==> src/hdl/spp_pkg.sv <==
// Purpose: shared constants and types for the serial peripheral port
// Assumes: APB slave with 32-bit data, one register per aligned word
// Notes: byte address of each register is four times its index
package spp_pkg;
    // register indices and their APB byte addresses
    localparam logic [7:0] SPP_CTRL_IDX = 8'hBC;
    localparam logic [7:0] SPP_STAT_IDX = 8'hBD;
    localparam logic [7:0] SPP_DATA_IDX = 8'hBE;
    localparam logic [7:0] SPP_IRQ_STAT_IDX = 8'hBF;
    localparam logic [7:0] SPP_IRQ_MASK_IDX = 8'hC0;
    localparam int SPP_ADDR_W = 12;
    localparam logic [11:0] SPP_CTRL_ADDR = {2'h0, SPP_CTRL_IDX, 2'h0};
    localparam logic [11:0] SPP_STAT_ADDR = {2'h0, SPP_STAT_IDX, 2'h0};
    localparam logic [11:0] SPP_DATA_ADDR = {2'h0, SPP_DATA_IDX, 2'h0};
    localparam logic [11:0] SPP_IRQ_STAT_ADDR = {2'h0, SPP_IRQ_STAT_IDX, 2'h0};
    localparam logic [11:0] SPP_IRQ_MASK_ADDR = {2'h0, SPP_IRQ_MASK_IDX, 2'h0};

    // control register fields
    localparam int SPP_EN_BIT = 7;
    localparam int SPP_MASTER_SELECT_BIT = 6;
    localparam int SPP_CPOL_BIT = 5;
    localparam int SPP_CPHA_BIT = 4;
    localparam int SPP_SSI_BIT = 3;
    localparam int SPP_LOW_BIT_FIRST_BIT = 2;
    localparam int SPP_RATE_HI = 1;
    localparam int SPP_RATE_LO = 0;
    localparam logic [7:0] SPP_CTRL_RST = 8'h00;

    // status register fields
    localparam int SPP_DONE_BIT = 7;
    localparam int SPP_WRITE_COLLISION_FLAG_BIT = 6;
    localparam int SPP_MODE_FAULT_FLAG_BIT = 5;
    localparam int SPP_RCVF_BIT = 3;
    localparam int SPP_BUSY_BIT = 2;

    // interrupt status and mask layout
    localparam int SPP_IRQ_DONE = 0;
    localparam int SPP_IRQ_WRITE_COLLISION_FLAG = 1;
    localparam int SPP_IRQ_MODE_FAULT_FLAG = 2;
    localparam int SPP_IRQ_W = 3;

    // half period of the serial clock minus one, in core clocks, per rate code
    localparam logic [2:0] SPP_HALF_M1 [0:3] = '{3'h0, 3'h1, 3'h3, 3'h7};
    localparam logic [3:0] SPP_BITS_LAST = 4'h7;
    localparam logic [3:0] SPP_BITS_ALL = 4'h8;

    typedef enum logic [1:0] {
        SPP_IDLE = 2'b01,
        SPP_RUN = 2'b10
    } spp_state_type;
endpackage : spp_pkg

==> src/hdl/spp_port.sv <==
// Purpose: byte-wide serial peripheral port, master or slave, behind APB
// Assumes: serial pins are synchronous to core_clk; one clock domain
// Notes: slave clock must stay well below core_clk/4 for edges to be seen
//
// The implementer's own choice: the APB slave port.
`timescale 1ns/1ps
`default_nettype none

// Contract
// - port does nothing unless the enable control bit is one
// - control bit six chooses slave (zero) or master (one)
// - control bit five sets the serial clock idle level
// - control bit four picks sampling on first or second clock edge
// - control bit three makes the port honour or ignore slave select
// - control bit two picks most or least significant bit first
// - master clock is core clock divided by 2, 4, 8 or 16
// - transfer done flag sets when each transfer ends
// - transfer done flag clears when its interrupt is vectored
// - writing zero clears transfer done flag, writing one does nothing
// - data write during a transfer sets the write collision flag
// - collision flag clears by writing zero or a data write when idle
// - master data write loads shifter and starts; data read gives receive buffer
// - busy status bit is high throughout a transfer
// - receive full sets at transfer end; clears by zero write or data read
// - honoured select low in master mode flags fault, clears enable and master
module spp_port (
    // clock and reset
    input wire logic core_clk,
    input wire logic rst_n,
    // apb slave
    input wire logic psel,
    input wire logic penable,
    input wire logic pwrite,
    input wire logic [11:0] paddr,
    input wire logic [31:0] pwdata,
    output logic [31:0] prdata,
    output logic pready,
    output logic pslverr,
    // interrupt side
    input wire logic vector_ack,
    output logic irq,
    // serial clock pin
    input wire logic sck_in,
    output logic sck_out,
    output logic sck_oe,
    // master out, slave in pin
    input wire logic mosi_in,
    output logic mosi_out,
    output logic mosi_oe,
    // master in, slave out pin
    input wire logic miso_in,
    output logic miso_out,
    output logic miso_oe,
    // slave select pin
    input wire logic ss_in_n
);
    function automatic logic out_bit(input logic [7:0] sr, input logic low_bit_first);
        out_bit = low_bit_first ? sr[0] : sr[7];
    endfunction : out_bit

    function automatic logic [7:0] shift_in(input logic [7:0] sr, input logic b,
                                            input logic low_bit_first);
        shift_in = low_bit_first ? {b, sr[7:1]} : {sr[6:0], b};
    endfunction : shift_in

    logic [7:0] ctrl_q;
    logic done_q, write_collision_flag_q, mode_fault_flag_q, rcvf_q;
    logic [7:0] rxbuf_q, sr_q;
    logic smp_q, sck_q, sck_prev_q;
    logic [3:0] cnt_q;
    logic [2:0] div_q;
    logic [2:0] irqst_q, mask_q;
    spp_pkg::spp_state_type state_q;
    logic [31:0] prdata_q;
    logic pready_q, pslverr_q, irq_q;
    logic sck_oe_q, mosi_q, mosi_oe_q, miso_q, miso_oe_q;

    // control fields
    logic en, mst, cpol, cpha, ssi, low_bit_first;
    logic [1:0] rate;
    assign en = ctrl_q[spp_pkg::SPP_EN_BIT];
    assign mst = ctrl_q[spp_pkg::SPP_MASTER_SELECT_BIT];
    assign cpol = ctrl_q[spp_pkg::SPP_CPOL_BIT];
    assign cpha = ctrl_q[spp_pkg::SPP_CPHA_BIT];
    assign ssi = ctrl_q[spp_pkg::SPP_SSI_BIT];
    assign low_bit_first = ctrl_q[spp_pkg::SPP_LOW_BIT_FIRST_BIT];
    assign rate = ctrl_q[spp_pkg::SPP_RATE_HI:spp_pkg::SPP_RATE_LO];

    // bus decode; effects land on the access edge only
    logic setup, access, wr, rd, mapped;
    assign setup = psel && !penable;
    assign access = psel && penable && pready_q;
    assign wr = access && pwrite;
    assign rd = access && !pwrite;
    assign mapped = paddr == spp_pkg::SPP_CTRL_ADDR || paddr == spp_pkg::SPP_STAT_ADDR ||
                    paddr == spp_pkg::SPP_DATA_ADDR || paddr == spp_pkg::SPP_IRQ_STAT_ADDR ||
                    paddr == spp_pkg::SPP_IRQ_MASK_ADDR;
    logic wr_ctrl, wr_stat, wr_data, rd_data, rd_irq;
    assign wr_ctrl = wr && paddr == spp_pkg::SPP_CTRL_ADDR;
    assign wr_stat = wr && paddr == spp_pkg::SPP_STAT_ADDR;
    assign wr_data = wr && paddr == spp_pkg::SPP_DATA_ADDR;
    assign rd_data = rd && paddr == spp_pkg::SPP_DATA_ADDR;
    assign rd_irq = rd && paddr == spp_pkg::SPP_IRQ_STAT_ADDR;

    // serial engine events, shared by both roles
    logic busy, selected, mfault, start, m_edge, s_edge, lead, trail;
    logic sample_ev, shift_ev, done_ev, in_bit, fin_bit;
    assign busy = state_q == spp_pkg::SPP_RUN;
    assign selected = ssi || !ss_in_n;
    assign mfault = en && mst && !ssi && !ss_in_n;
    assign start = wr_data && !busy && en && mst && !mfault;
    assign m_edge = busy && mst && div_q == spp_pkg::SPP_HALF_M1[rate];
    // slave edges come from the external master's clock pin
    assign s_edge = busy && !mst && selected && sck_in != sck_prev_q;
    assign lead = mst ? (m_edge && sck_q == cpol) : (s_edge && sck_prev_q == cpol);
    assign trail = mst ? (m_edge && sck_q != cpol) : (s_edge && sck_prev_q != cpol);
    assign sample_ev = cpha ? trail : lead;
    assign done_ev = cpha ? (trail && cnt_q == spp_pkg::SPP_BITS_LAST)
                          : (trail && cnt_q == spp_pkg::SPP_BITS_ALL);
    // second-edge mode has no leading shift edge after the last bit
    assign shift_ev = cpha ? ((lead && cnt_q != 4'h0) || done_ev) : trail;
    assign in_bit = mst ? miso_in : mosi_in;
    assign fin_bit = (cpha && done_ev) ? in_bit : smp_q;

    // control register; a mode fault knocks out enable and master
    always_ff @(posedge core_clk or negedge rst_n) begin
        if (!rst_n) begin
            ctrl_q <= spp_pkg::SPP_CTRL_RST;
        end else if (mfault) begin
            ctrl_q <= ctrl_q & ~(8'h01 << spp_pkg::SPP_EN_BIT) & ~(8'h01 << spp_pkg::SPP_MASTER_SELECT_BIT);
        end else if (wr_ctrl) begin
            ctrl_q <= pwdata[7:0];
        end
    end

    // transfer state; disable or deselect aborts a transfer
    always_ff @(posedge core_clk or negedge rst_n) begin
        if (!rst_n) begin
            state_q <= spp_pkg::SPP_IDLE;
        end else if (!en || mfault || (busy && !mst && !selected)) begin
            state_q <= spp_pkg::SPP_IDLE;
        end else begin
            unique case (state_q)
                spp_pkg::SPP_IDLE: begin
                    if (start || (!mst && selected && sck_in != sck_prev_q)) begin
                        state_q <= spp_pkg::SPP_RUN;
                    end
                end
                spp_pkg::SPP_RUN: begin
                    if (done_ev) begin
                        state_q <= spp_pkg::SPP_IDLE;
                    end
                end
            endcase
        end
    end

    // idle slave edge that starts a transfer is also its first edge
    logic s_first_lead;
    assign s_first_lead = !busy && en && !mst && selected && sck_in != sck_prev_q
                          && sck_prev_q == cpol && !cpha;

    // bit counter and sample latch; the starting slave edge must not lose bit one
    always_ff @(posedge core_clk or negedge rst_n) begin
        if (!rst_n) begin
            cnt_q <= 4'h0;
            smp_q <= 1'b0;
        end else if (s_first_lead) begin
            cnt_q <= 4'h1;
            smp_q <= in_bit;
        end else if (!busy || done_ev) begin
            cnt_q <= 4'h0;
        end else if (sample_ev) begin
            cnt_q <= cnt_q + 4'h1;
            smp_q <= in_bit;
        end
    end

    // shift register: loaded by a data write, shifted per bit
    always_ff @(posedge core_clk or negedge rst_n) begin
        if (!rst_n) begin
            sr_q <= 8'h00;
        end else if (wr_data && !busy) begin
            sr_q <= pwdata[7:0];
        end else if (shift_ev) begin
            sr_q <= shift_in(sr_q, fin_bit, low_bit_first);
        end
    end

    // master clock divider and clock level
    always_ff @(posedge core_clk or negedge rst_n) begin
        if (!rst_n) begin
            div_q <= 3'h0;
            sck_q <= 1'b0;
        end else if (!busy || !mst || m_edge) begin
            div_q <= 3'h0;
            sck_q <= (busy && mst) ? !sck_q : cpol;
        end else begin
            div_q <= div_q + 3'h1;
        end
    end

    // slave view of the clock pin, one cycle back
    always_ff @(posedge core_clk or negedge rst_n) begin
        if (!rst_n) begin
            sck_prev_q <= 1'b0;
        end else begin
            sck_prev_q <= (en && !mst && selected) ? sck_in : cpol;
        end
    end

    // pin drivers; output bit follows the shifter when idle
    always_ff @(posedge core_clk or negedge rst_n) begin
        if (!rst_n) begin
            sck_oe_q <= 1'b0;
            mosi_q <= 1'b0;
            mosi_oe_q <= 1'b0;
            miso_q <= 1'b0;
            miso_oe_q <= 1'b0;
        end else begin
            sck_oe_q <= en && mst && !mfault;
            mosi_oe_q <= en && mst && !mfault;
            miso_oe_q <= en && !mst && selected;
            if (shift_ev && !done_ev) begin
                mosi_q <= out_bit(shift_in(sr_q, fin_bit, low_bit_first), low_bit_first);
                miso_q <= out_bit(shift_in(sr_q, fin_bit, low_bit_first), low_bit_first);
            end else if (!busy) begin
                // a data write shows its first bit at once, else bit one goes out stale
                mosi_q <= out_bit(wr_data ? pwdata[7:0] : sr_q, low_bit_first);
                miso_q <= out_bit(wr_data ? pwdata[7:0] : sr_q, low_bit_first);
            end
        end
    end

    // receive buffer captures the finished byte
    always_ff @(posedge core_clk or negedge rst_n) begin
        if (!rst_n) begin
            rxbuf_q <= 8'h00;
        end else if (done_ev) begin
            rxbuf_q <= shift_in(sr_q, fin_bit, low_bit_first);
        end
    end

    // status flags: hardware set wins over any clear in the same cycle
    always_ff @(posedge core_clk or negedge rst_n) begin
        if (!rst_n) begin
            done_q <= 1'b0;
            write_collision_flag_q <= 1'b0;
            mode_fault_flag_q <= 1'b0;
            rcvf_q <= 1'b0;
        end else begin
            if (done_ev) begin
                done_q <= 1'b1;
            end else if (vector_ack) begin
                done_q <= 1'b0;
            end else if (wr_stat && !pwdata[spp_pkg::SPP_DONE_BIT]) begin
                done_q <= 1'b0;
            end
            if (wr_data && busy) begin
                write_collision_flag_q <= 1'b1;
            end else if ((wr_stat && !pwdata[spp_pkg::SPP_WRITE_COLLISION_FLAG_BIT]) || wr_data) begin
                write_collision_flag_q <= 1'b0;
            end
            if (mfault) begin
                mode_fault_flag_q <= 1'b1;
            end else if (wr_stat && !pwdata[spp_pkg::SPP_MODE_FAULT_FLAG_BIT]) begin
                mode_fault_flag_q <= 1'b0;
            end
            if (done_ev) begin
                rcvf_q <= 1'b1;
            end else if (rd_data || (wr_stat && !pwdata[spp_pkg::SPP_RCVF_BIT])) begin
                rcvf_q <= 1'b0;
            end
        end
    end

    // interrupt status cleared by reading it, gated by the mask
    logic [2:0] ev;
    assign ev = {mfault, wr_data && busy, done_ev};
    always_ff @(posedge core_clk or negedge rst_n) begin
        if (!rst_n) begin
            irqst_q <= 3'h0;
            mask_q <= 3'h0;
            irq_q <= 1'b0;
        end else begin
            irqst_q <= (rd_irq ? 3'h0 : irqst_q) | ev;
            if (wr && paddr == spp_pkg::SPP_IRQ_MASK_ADDR) begin
                mask_q <= pwdata[spp_pkg::SPP_IRQ_W-1:0];
            end
            irq_q <= |(((rd_irq ? 3'h0 : irqst_q) | ev) & mask_q);
        end
    end

    // apb answer: data prepared in setup, ready for exactly one cycle
    always_ff @(posedge core_clk or negedge rst_n) begin
        if (!rst_n) begin
            prdata_q <= 32'h0000_0000;
            pready_q <= 1'b0;
            pslverr_q <= 1'b0;
        end else begin
            pready_q <= setup;
            pslverr_q <= setup && !mapped;
            if (setup) begin
                unique case (paddr)
                    spp_pkg::SPP_CTRL_ADDR: prdata_q <= {24'h000000, ctrl_q};
                    spp_pkg::SPP_STAT_ADDR: prdata_q <= {24'h000000, done_q, write_collision_flag_q, mode_fault_flag_q,
                                                         1'b0, rcvf_q, busy, 2'h0};
                    spp_pkg::SPP_DATA_ADDR: prdata_q <= {24'h000000, rxbuf_q};
                    spp_pkg::SPP_IRQ_STAT_ADDR: prdata_q <= {29'h00000000, irqst_q};
                    spp_pkg::SPP_IRQ_MASK_ADDR: prdata_q <= {29'h00000000, mask_q};
                    default: prdata_q <= 32'h0000_0000;
                endcase
            end
        end
    end

    assign prdata = prdata_q;
    assign pready = pready_q;
    assign pslverr = pslverr_q;
    assign irq = irq_q;
    assign sck_out = sck_q;
    assign sck_oe = sck_oe_q;
    assign mosi_out = mosi_q;
    assign mosi_oe = mosi_oe_q;
    assign miso_out = miso_q;
    assign miso_oe = miso_oe_q;
endmodule : spp_port
`default_nettype wire

==> config.mk <==
export PLATFORM = sky130hd
export DESIGN_NAME = spp_port
export DESIGN_NICKNAME = d
export VERILOG_FILES = /design/src/hdl/spp_pkg.sv /design/src/hdl/spp_port.sv
export SDC_FILE = /design/constraint.sdc
export NUM_CORES = 1
export LEC_CHECK = 0
export ABC_AREA = 1
export BUFFER_PORTS_ARGS = -buffer_cell sky130_fd_sc_hd__buf_2
export CAP_MARGIN = 10
export CELL_PAD_IN_SITES_DETAIL_PLACEMENT = 1
export CELL_PAD_IN_SITES_GLOBAL_PLACEMENT = 1
export CORE_ASPECT_RATIO = 0.6
export CORE_MARGIN = 2
export CORE_UTILIZATION = 28
export CTS_CLUSTER_DIAMETER = 150
export DETAILED_ROUTE_END_ITERATION = 10
export PLACE_DENSITY_LB_ADDON = 0.1
export SLEW_MARGIN = 20
export SYNTH_ARGS = -nofsm -noshare
export SYNTH_HDL_FRONTEND = slang
export SYNTH_SLANG_ARGS = --single-unit
==> constraint.sdc <==
create_clock -name core_clk -period 2 [get_ports core_clk]
set_clock_uncertainty 0.2 [all_clocks]
set_input_delay 0.3 -clock core_clk [delete_from_list [all_inputs] [get_ports core_clk]]
set_output_delay 0.3 -clock core_clk [all_outputs]
set_load 0.01 [all_outputs]
Word level (Yosys, flattened, before mapping)
Cells that the tools add are included.
{"block": "word_totals", "elab_cells": 187, "out_inout_bits": 41, "input_bits": 54, "rom_bits": 0, "mem_bits_rw": 0, "ff_bits": 84, "latchBits": 0, "mem_count": 0}
{"block": "classes", "shift": 0, "n_mux": 44, "n_lt_le_gt_ge": 1, "add_sub_neg": 2, "n_bitwise": 4, "n_eq_ne": 19, "n_div": 0, "n_mul": 0, "reduce_logical": 94}
{"op": "== test 12 x 10 -> 1 bit (second input constant)", "count": 5}
{"op": "logical AND 1 bit", "count": 50}
{"op": "two-way mux 8 bit", "count": 6}
{"op": "case mux 8 bit (5 select lines)", "count": 1}
{"op": "two-way mux 1 bit", "count": 25}
{"op": "logical NOT 1 bit", "count": 17}
{"op": "logical OR 1 bit", "count": 14}
{"op": "two-way mux 3 bit", "count": 4}
{"op": "two-way mux 4 bit", "count": 3}
{"op": "nonzero test 2 bit", "count": 6}
{"op": "binary-select mux 3 bit (select 2 bit)", "count": 1}
{"op": "two-way mux 2 bit", "count": 3}
{"op": "AND reduction 2 bit", "count": 3}
{"op": "nonzero test 3 bit", "count": 2}
{"op": "adder 4 x 1 -> 4 bit (second input constant)", "count": 1}
{"op": "== test 4 x 3 -> 1 bit (second input constant)", "count": 1}
{"op": "== test 4 bit (second input constant)", "count": 1}
{"op": "case mux 2 bit (2 select lines)", "count": 1}
{"op": "nonzero test 4 bit", "count": 1}
{"op": "adder 3 x 1 -> 3 bit (second input constant)", "count": 1}
{"op": "bitwise AND 3 bit", "count": 1}
{"op": "== test 3 bit", "count": 1}
{"op": "greater-or-equal comparator 3 bit (second input constant)", "count": 1}
{"op": "inequality test 1 bit", "count": 3}
{"op": "11 further kinds", "count": 12}

Depth between registers and ports, before layout
Gate-level depths: netlist (run 1).
{"block": "depth", "ltp_word": 15, "depth_mapped": 13, "ltp_nobuf": 13}

Worst setup path after synthesis (run 1)
Ideal clock, no wire load.
{"block": "synth_path", "path_type": "register -> register", "from": "register state_q[0]", "to": "register cnt_q[0]", "path_buffers": 0, "period_less_slack_ns": 1.778, "arrival_time_ns": 1.456, "slack_ns": 0.222, "stages_incl_launch_ff": 14, "setup_time_ns": 0.122, "required_ns": 1.678, "cell_sequence": "dfstp_2 > inv_1 > nand2_2 > nor2_1 > inv_1 > nor2_1 > nand3_1 > nand2_4 > nand2_4 > nand2_4 > inv_2 > nand3b_4 > nand2_1 > o21ai_1"}
{"block": "synth_via", "elab_chain_cells": 11, "elab_cells_between_ends": 27, "cone_classes": "eq/ne: 1; mux: 6; reduce/logical: 20"}
{"element": "start: declaration", "line": "spp_port.sv:73", "rtl": "spp_pkg::spp_state_type state_q;"}
{"element": "start signal: assignment", "line": "spp_port.sv:139", "rtl": "state_q <= spp_pkg::SPP_IDLE;"}
{"element": "start signal: assignment", "line": "spp_port.sv:141", "rtl": "state_q <= spp_pkg::SPP_IDLE;"}
{"element": "start signal: assignment", "line": "spp_port.sv:146", "rtl": "state_q <= spp_pkg::SPP_RUN;"}
{"element": "== test 2 bit *", "line": "spp_port.sv:108", "rtl": "assign busy = state_q == spp_pkg::SPP_RUN;"}
{"element": "logical AND 1 bit (3 in a row)", "line": "spp_port.sv:114", "rtl": "assign s_edge = busy && !mst && selected && sck_in != sck_prev_q;"}
{"element": "logical AND 1 bit", "line": "spp_port.sv:116", "rtl": "assign trail = mst ? (m_edge && sck_q != cpol) : (s_edge && sck_prev_q != cpol);"}
{"element": "two-way mux 1 bit", "line": "spp_port.sv:116"}
{"element": "logical AND 1 bit (on tied branches)", "line": "spp_port.sv:119, spp_port.sv:118"}
{"element": "two-way mux 1 bit", "line": "spp_port.sv:118", "rtl": "assign done_ev = cpha ? (trail && cnt_q == spp_pkg::SPP_BITS_LAST)"}
{"element": "logical OR 1 bit", "line": "spp_port.sv:171", "rtl": "end else if (!busy || done_ev) begin"}
{"element": "two-way mux 4 bit", "line": "spp_port.sv:171"}
{"element": "two-way mux 4 bit", "line": "spp_port.sv:168", "rtl": "end else if (s_first_lead) begin"}
{"element": "end signal: assignment", "line": "spp_port.sv:174", "rtl": "cnt_q <= cnt_q + 4'h1;"}
{"element": "end: declaration", "line": "spp_port.sv:70", "rtl": "logic [3:0] cnt_q;"}
Mark *: on every way between the ends. The rest lies on a longest branch, timed or not.
A chain may end at the register's enable or synchronous reset.

Worst setup path in the final report (run 1)
{"block": "layout_path", "from": "register ctrl_q[1]", "to": "register sr_q[5]"}
{"block": "layout_via", "elab_chain_cells": 13, "elab_cells_between_ends": 17, "cone_classes": "eq/ne: 1; mux: 7; bitwise: 1; reduce/logical: 8"}
{"element": "start: declaration", "line": "spp_port.sv:66", "rtl": "logic [7:0] ctrl_q;"}
{"element": "start signal: assignment", "line": "spp_port.sv:128", "rtl": "ctrl_q <= spp_pkg::SPP_CTRL_RST;"}
{"element": "start signal: assignment", "line": "spp_port.sv:130", "rtl": "ctrl_q <= ctrl_q & ~(8'h01 << spp_pkg::SPP_EN_BIT) & ~(8'h01 << spp_pkg::SPP_MASTER_SELECT_BIT);"}
{"element": "start signal: assignment", "line": "spp_port.sv:132", "rtl": "ctrl_q <= pwdata[7:0];"}
{"element": "inverter 2 -> 3 bit (implied by the code) *", "line": "spp_port.sv:112", "rtl": "assign m_edge = busy && mst && div_q == spp_pkg::SPP_HALF_M1[rate];"}
{"element": "binary-select mux 3 bit (select 2 bit) *", "line": "spp_port.sv:112"}
{"element": "two-way mux 3 bit (implied by the code) * (2 in a row)", "line": "spp_port.sv:112"}
{"element": "== test 3 bit *", "line": "spp_port.sv:112"}
{"element": "logical AND 1 bit *", "line": "spp_port.sv:112"}
{"element": "logical AND 1 bit", "line": "spp_port.sv:116"}
{"element": "two-way mux 1 bit", "line": "spp_port.sv:116"}
{"element": "logical AND 1 bit (on tied branches)", "line": "spp_port.sv:119, spp_port.sv:118"}
{"element": "two-way mux 1 bit", "line": "spp_port.sv:118"}
{"element": "logical OR 1 bit", "line": "spp_port.sv:121", "rtl": "assign shift_ev = cpha ? ((lead && cnt_q != 4'h0) || done_ev) : trail;"}
{"element": "two-way mux 1 bit *", "line": "spp_port.sv:121"}
{"element": "nonzero test 2 bit (no line) *"}
{"element": "end signal: assignment", "line": "spp_port.sv:184", "rtl": "sr_q <= pwdata[7:0];"}
{"element": "end signal: assignment", "line": "spp_port.sv:186", "rtl": "sr_q <= shift_in(sr_q, fin_bit, low_bit_first);"}
{"element": "end: declaration", "line": "spp_port.sv:68", "rtl": "logic [7:0] rxbuf_q, sr_q;"}
Mark *: on every way between the ends. The rest lies on a longest branch, timed or not. The select of a mux whose other input is x is not followed.

==> flow_summary.yaml, run 1 <==
worst_setup_path:
  required_ps: 2020
  cp_slowest_stage_delay_ps: 450
  endpoint_kind: "flip-flop"
  r2r_slack_ps: 20
  criticalPathCategory: "flip-flop to flip-flop"
  worst_path_most_repeated_cell: "nor2_1"
  slowest_stage: "dfrtp_2"
  worstPathMaxFanout: 8
  cp_cell_sequence: "buf_4 > nor2_1 > nor2_1 > nor2_2 > nor2_4 > nand3_4 > nand2_8 > o21ai_4 > nand3_2 > nor2_1 > nor3_2"
  critPathLaunchType: "flip-flop"
  arrival_ps: 2000
synth:
  avgSynthCellArea_sq_um: 7.62
  synth_seq_cells: 60
  postSynthCellCount: 457
  syn-cell-area_sq_mm: 0.00348
  synthTopCellsByArea: "dfrtp_1, nand2_1, inv_1"
  synth.distinct_cells: 42
  ys_seq_area_frac: 0.432
  yosys.area.top_type: "dfrtp_1"
  synth_top_cell_area_share: 0.424
  ys_warn_count: 0
clock_tree:
  cts_max_level: 3
  cts_made_buffers: 9
  root_buffer: "clkbuf_16"
  ctsLongestPathBuffers: 2
  clk_latency_ps: 330
  cts_tree: "done"
  cts_sinks: 60
  path_clk_slew_ps: 60
floorplan:
  boundaryPins: 95
  die_h_microns: 90.4
  start_util: 0.288
  dieWidth_microns: 148
  rows: 31
  core-area_sq_mm: 0.0121
  die-area_sq_mm: 0.0134
power_and_ir_drop:
  peakVddDrop_mv: 0.380
  p_leak_uw: 0.00231
  p_per_area_mw_per_mm2: 808
  power.total_uw: 3740
place:
  io_buffers: 46
  place_area_sq_mm: 0.00406
  gp_congestion: 0.863
  dp.final_hpwl_microns: 8810
  dp.cells: 693
route:
  num_vias: 3292
  routed_wl_microns: 11200
  drt-initial-drc-count: 153
  first_pass_iters: 4
  avgRoutedWirePerCell_microns: 15.6
  viasPerCell: 4.60
  ant_nets: 0
  drc: 0
timing:
  rsz0062_at_grt: "true"
  timing.fmax_mhz: 506
  finalCritPeriodShare: 0.989
  holdWs_ps: 35.7
  hold_violations: 0
  post-route-min-period_ps: 1980
  setup_violations: 0
  slew_violations: 0
global_routing:
  grt_max_degree: 61
  grt_pass1_wl_microns: 18200
  antenna_found_initial: 0
  grt_pass1_vias: 3293
  grt_remaining_overflow: 0
  track_usage: 0.178
finish:
  syn2layout_area_growth_pct: 32.9
  mostFrequentLayoutCells: "nand2_1, dfrtp_1, inv_1, buf_2, nor2_1"
  num_antenna_cells: 0
  mostFrequentLayoutCell: "nand2_1"
  regArea_sq_mm: 0.00151
  stdcell_count: 716
  nets: 603
  drive_gt1_frac: 0.267
  multi_input_area_sq_mm: 0.00178
  fin_area_sq_mm: 0.00463
  fillers: 1484
flow_run:
  cap_violations: 0
hold_path:
  holdCritPathClass: "input port to flip-flop"
outcome:
  status: "completed"
[synthesized netlist by cell type, drive strengths merged]
library cell    n
ha              3
o2111ai         1
inv            58
o22ai           2
mux2i           1
xor2            4
o211ai          1
o21ai          48
nor2           49
nand3b          3
dfrtp          59
nand2         114
nor4            1
nor3           16
a22oi           1
a31oi           1
clkinv          1
nand4           7
a21boi          1
o31ai           1
xnor2           1
buf            29
dfstp           1
o32ai           1
nand3          33
clkbuf          2
o221ai          1
a21oi          15
conb            1
a311oi          1
[path summary, 6_finish.rpt]
path	from	endpoint	cells past startpoint
worst max-delay path	ctrl_q[1]	sr_q[5]	11
worst min-delay path	sck_in	sck_prev_q	3
worst max register to register	ctrl_q[1]	sr_q[5]	11
worst min register to register	prdata[1]	prdata[1]	2
max in group asynchronous	rst_n	state_q[0]	3
min in group asynchronous	rst_n	prdata[4]	3
[area by class of cell]
class / instances / area share
multi-input cells: 331 / 0.386
clock buffers: 12 / 0.0576
flip-flops and latches: 60 / 0.325
inverters: 59 / 0.0484
well taps: 165 / 0.0446
clock inverters: 4 / 0.0151
repair buffers: 85 / 0.123
[through the flow]
step                utilization  worst slack [ps]  TNS [ps]
floorplan                     -               222         0
global placement          0.335             -1.13     -1.13
detailed placement        0.335             -70.8      -441
CTS                       0.369              4.73         0
global route              0.382              -168     -1210
finish                    0.382              22.9         0
[layer usage]
layer | wire length [microns] | GRT usage
met4 | 97 | 0.0405
met1 | 5970 | 0.278
met5 | 0 | 0
met2 | 4580 | 0.245
met3 | 508 | 0.0424
[state kept, by name, summed over array words and instances (netlist names), 2 cells and up]
signal and flops:
cnt_q 4, ctrl_q 8, div_q 3, irqst_q 3, mask_q 3, prdata 8, rxbuf_q 8, sr_q 8
state_q 2
[where the power goes]
group	switching [uW]	leakage (uW)	internal (uW)
Combinational	376	0.00138	207
Clock	575	0.000169	1190
Sequential	70.8	0.000759	1320
Total	1020	0.00231	2720
[cells by family (layout without fill, tap and decap cells)]
logic type      count (synthesis)  count (layout)  synth area share
simple gates                  223             224             0.290
buf+inv                        90             160             0.127
compound gates                 74              74             0.124
flops                          60              60             0.432
xor+xnor                        5               5            0.0126
fa+ha+maj                       3               3            0.0108
other cells                     1              24           0.00108
mux                             1               1           0.00288
[critical path: cells and delay by family, from the launching register on]
| kind | cells | cell delay [ps] |
|---|---|---|
| compound gates | 1 | 160 |
| buf+inv | 1 | 150 |
| flops | 1 | 450 |
| simple gates | 9 | 920 |
[what timing repair did]
item,CTS,global route
gates resized for setup,9,31
endpoints found under the setup margin,10,25
pin swaps,2,11
hold buffers,2,0
endpoints found under the hold margin,60,0
setup buffers,2,2
gates cloned,1,0
Note: power is estimated with default switching activity, not from simulation.
==> run 2, diff against run 1 <==
REMOVE_ABC_BUFFERS = 1   (was not set)
==> run 2 against run 1 <==
  * Setup slack gained 4.2 ps
  * Critical path type unchanged
  * Hold slack lost 21 ps
  * Combinational power grew 7.5%
  * Maximum frequency grew 0.21%
  * Clock power shrank 2%
  * Core utilization grew 1.0 points
  * Final cell count grew 1.1%
  * Routed wire length grew 5.1%
==> flow_summary.yaml, run 2 (synthesized netlist as in run 1, its figures left out) <==
timing:
  hold_violations: 0
  fin_setup_tns_ps: 0
  finalCritPeriodShare: 0.986
  post-route-min-period_ps: 1970
  timing.fmax_mhz: 507
  setup_violations: 0
  slew_violations: 0
  rsz0062_at_grt: "true"
global_routing:
  grt_max_degree: 61
  grt_remaining_overflow: 0
  track_usage: 0.181
  antenna_found_initial: 1
  grt_pass1_wl_microns: 18700
  grt_pass1_vias: 3373
power_and_ir_drop:
  p_per_area_mw_per_mm2: 787
  intPower_uw: 2690
  switchingPower_uw: 1050
  peakVddDrop_mv: 0.414
  p_seq_frac: 0.373
  clock_power_share: 0.460
  swShare: 0.281
  p_leak_uw: 0.00240
  combPwrFrac: 0.168
route:
  viasPerCell: 4.60
  drt-initial-drc-count: 164
  num_vias: 3327
  routed_wl_microns: 11700
  avgRoutedWirePerCell_microns: 16.2
  ant_nets: 0
  drc: 0
  first_pass_iters: 4
worst_setup_path:
  slowest_stage: "dfrtp_2"
  cp_top_family: "flip-flops"
  cp_cell_sequence: "xor2_1 > nand3_4 > buf_4 > a21boi_4 > clkbuf_16 > nand2_2 > o21ai_1"
  cp_slowest_stage_delay_ps: 480
  r2r_slack_ps: 30
  required_ps: 2060
  criticalPathCategory: "flip-flop to flip-flop"
  critPathLaunchType: "flip-flop"
  worstPathMaxFanout: 7
  cp_num_buf_inv: 2
  arrival_ps: 2030
  endpoint_kind: "flip-flop"
place:
  io_buffers: 46
  dp.final_hpwl_microns: 8990
  gp_congestion: 0.848
flow_run:
  cap_violations: 0
finish:
  num_antenna_cells: 0
  syn2layout_area_growth_pct: 36.4
  mostFrequentLayoutCell: "nand2_1"
  mostFrequentLayoutCells: "nand2_1, dfrtp_1, inv_1, buf_2, nor2_1"
  drive_gt1_frac: 0.299
  fin_util: 0.392
  nets: 612
clock_tree:
  clk_latency_ps: 330
  ctsLongestPathBuffers: 2
  cts_max_level: 3
  root_buffer: "clkbuf_16"
  cts_tree: "done"
  cts_made_buffers: 9
  cts_sinks: 60
  path_clk_slew_ps: 50
floorplan:
  dieWidth_microns: 148
  die_h_microns: 90.4
  start_util: 0.288
  boundaryPins: 95
  core-area_sq_mm: 0.0121
  rows: 31
  die-area_sq_mm: 0.0134
hold_path:
  holdCritPathClass: "input port to flip-flop"
outcome:
  status: "completed"
[run 2: cell types whose count changed in the layout (fill, tap and decap cells not counted), sizes merged]
cell and change:
buf +8, clkinvlp +1, clkinv -1
[run 2: power groups by stage]
stage	clock (uW)	combinational (uW)	sequential (uW)
after global routing	1790	708	1410
after detailed placement	0	551	1410
after CTS	1760	558	1390
final	1720	627	1390
after floorplan	0	317	1400
after global placement	0	544	1410
[run 2: routing by layer]
layer  track usage  vias to the layer above  part of all wire
met1         0.283                     1624              0.53
met3        0.0399                        9             0.050
li1              -                     1629                 -
met2         0.253                       65              0.41
met4        0.0365                        0            0.0081
met5             0                        -                 0
[run 2: path summary, 6_finish.rpt]
check                          start         end  depth (start not counted)
max                        ctrl_q[5]  rxbuf_q[6]                          7
min                           sck_in  sck_prev_q                          3
max reg2reg                ctrl_q[5]  rxbuf_q[6]                          7
min reg2reg                prdata[4]   prdata[4]                          2
max in group asynchronous      rst_n  state_q[0]                          3
min in group asynchronous      rst_n   prdata[1]                          3
[run 2: final cells by class]
type                    count  area, sq um
clock buffers              11          253
multi-input cells         331         1820
clock inverters             4         72.6
flip-flops and latches     60         1510
repair buffers             94          666
well taps                 165          206
inverters                  59          221
fillers                  1511         7350
[run 2: metrics by stage]
stage	area, sq um	hold slack [ps]	std cells	setup slack (ps)	total power (uW)
after global routing	4750	28.1	724	-117	3910
after floorplan	3350	-196	449	217	1720
final	4750	15.0	724	27.0	3740
after detailed placement	4140	141	702	-76.7	1960
after global placement	4140	142	702	-6.65	1950
after CTS	4500	9.71	719	1.89	3710
[run 2: worst register-to-register path, cell delays in order (launching register included)]
cell	delay, ps
dfrtp_2	480
xor2_1	330
nand3_4	160
buf_4	180
a21boi_4	240
clkbuf_16	200
nand2_2	40
o21ai_1	70
[run 2: timing repair]
item,in CTS,in global routing
cloned,0,2
endpoints found under the hold margin,60,0
buffers inserted,0,3
pin swaps,2,8
resized for setup,5,56
hold buffers,2,0
setup endpoints to repair,9,25
==> run 3, diff against run 2 <==
HOLD_SLACK_MARGIN = 0.03   (was not set)
==> run 3 against run 2 <==
  * The flow now finishes with violations (setup timing)
  * Final cell count fell by 0.28%
  * Combinational power barely moved
  * Maximum frequency fell by 2.2%
  * Core utilization fell by 0.41 points
  * Design area fell by 1.1%
  * Power barely moved
  * Sequential share of layout area rose by 0.34 points
  * Critical path type is now input port to flip-flop
  * Largest power group unchanged
==> flow_summary.yaml, run 3 (synthesized netlist as in run 1, its figures left out) <==
worst_setup_path:
  r2r_slack_ps: 30
  rr_worst_depth: 12
  rr_startpoint: "ctrl_q[1]"
  arrival_ps: 2040
  criticalPathCategory: "input port to flip-flop"
  critPathLaunchType: "input port"
  worstPathMaxFanout: 7
  endpoint_kind: "flip-flop"
  required_ps: 2020
  timing.critical_path.to: "sr_q[7]"
  rr_endpoint: "sr_q[7]"
  worstSetupStartpoint: "sck_in"
finish:
  fin_util: 0.388
  regArea_sq_mm: 0.00151
  nets: 610
  mostFrequentLayoutCells: "nand2_1, dfrtp_1, inv_1, buf_2, nor2_1"
  fillers: 1509
  num_antenna_cells: 0
  stdcell_count: 722
  drive_gt1_frac: 0.280
  mostFrequentLayoutCell: "nand2_1"
  multi_input_area_sq_mm: 0.00180
  fin_area_sq_mm: 0.00470
  syn2layout_area_growth_pct: 35.0
power_and_ir_drop:
  intPower_uw: 2700
  switchingPower_uw: 1040
  p_leak_uw: 0.00236
  peakVddDrop_mv: 0.411
  p_seq_frac: 0.373
  p_per_area_mw_per_mm2: 796
  clock_power_share: 0.459
  swShare: 0.279
  combPwrFrac: 0.167
place:
  dp.final_hpwl_microns: 8990
  dp.cells: 702
  place_area_sq_mm: 0.00414
  gp_congestion: 0.848
  io_buffers: 46
route:
  ant_nets: 0
  avgRoutedWirePerCell_microns: 16.0
  num_vias: 3296
  first_pass_iters: 4
  drt-initial-drc-count: 123
  viasPerCell: 4.57
  drc: 0
  routed_wl_microns: 11600
timing:
  hold_violations: 0
  slew_violations: 0
  timing.fmax_mhz: 496
  setup_violations: 2
  rsz0062_at_grt: "true"
  finalCritPeriodShare: 1.01
  setup_ws_ps: -16.5
  fin_setup_tns_ps: -17.4
  holdWs_ps: 65.0
  post-route-min-period_ps: 2020
global_routing:
  grt_pass1_wl_microns: 18700
  grt_pass1_vias: 3375
  antenna_found_initial: 1
  grt_remaining_overflow: 0
  grt_max_degree: 61
  track_usage: 0.181
floorplan:
  start_util: 0.288
  boundaryPins: 95
  rows: 31
  die_h_microns: 90.4
  core-area_sq_mm: 0.0121
  dieWidth_microns: 148
  die-area_sq_mm: 0.0134
clock_tree:
  clk_latency_ps: 330
  ctsLongestPathBuffers: 2
  path_clk_slew_ps: 60
  cts_sinks: 60
  cts_max_level: 3
  root_buffer: "clkbuf_16"
  cts_made_buffers: 9
  cts_tree: "done"
outcome:
  failed_checks: "setup timing"
  status: "complete, but fails checks"
flow_run:
  cap_violations: 0
hold_path:
  holdCritPathClass: "input port to flip-flop"
run 3: how the worst min path moves through the flow:
stage / endpoint / from / slack [ps] / cells after the start
2_1_floorplan: cnt_q[0] / rst_n / -200 / 0
4_1_cts: ctrl_q[4] / pwdata[4] / 60 / 3
3_5_place_dp: prdata[1] / rst_n / 140 / 2
5_1_grt: ctrl_q[5] / pwdata[5] / 80 / 3
3_3_place_gp: prdata[1] / rst_n / 140 / 2
6_report: sr_q[2] / pwdata[2] / 60 / 3
run 3: final cells by class:
cell class	instances	share of cell area
clock buffer	11	0.0538
sequential	60	0.320
tap	165	0.0439
multi-input combinational	331	0.383
inverter	59	0.0471
clock inverter	4	0.0154
timing repair buffer	92	0.136
run 3: power groups by stage:
stage	combinational, uW	sequential, uW	clock [uW]
floorplan	317	1400	0
global placement	544	1410	0
detailed placement	551	1410	0
CTS	560	1390	1760
global route	706	1410	1790
finish	626	1400	1720
run 3: stage by stage:
step,worst slack (ps),power [uW]
final,-16.5,3740
after global placement,-6.65,1950
after CTS,1.89,3710
after detailed placement,-76.7,1960
after floorplan,217,1720
after global routing,-120,3910
run 3: critical path, stage by stage:
cell,delay [ps]
dlygate4sd3_1,600
xor2_2,250
buf_4,170
nand3b_1,120
o21ai_4,120
nand2_4,140
nand3_4,140
nor2_1,50
nor2_1,90
nand2_1,60
run 3: per-layer routing:
layer,wire length [microns],vias to the layer above,GRT usage
met5,0,-,0
met4,65,0,0.0365
met3,417,6,0.0394
met2,4790,44,0.254
met1,6320,1621,0.283
li1,-,1625,-
run 3: repair_timing:
action / CTS / global route
pin swaps: 2 / 6
gates cloned: 0 / 1
endpoints found under the setup margin: 9 / 25
setup buffers: 0 / 2
hold endpoints to repair: 61 / 0
hold buffers: 3 / 0
gates resized for setup: 5 / 43
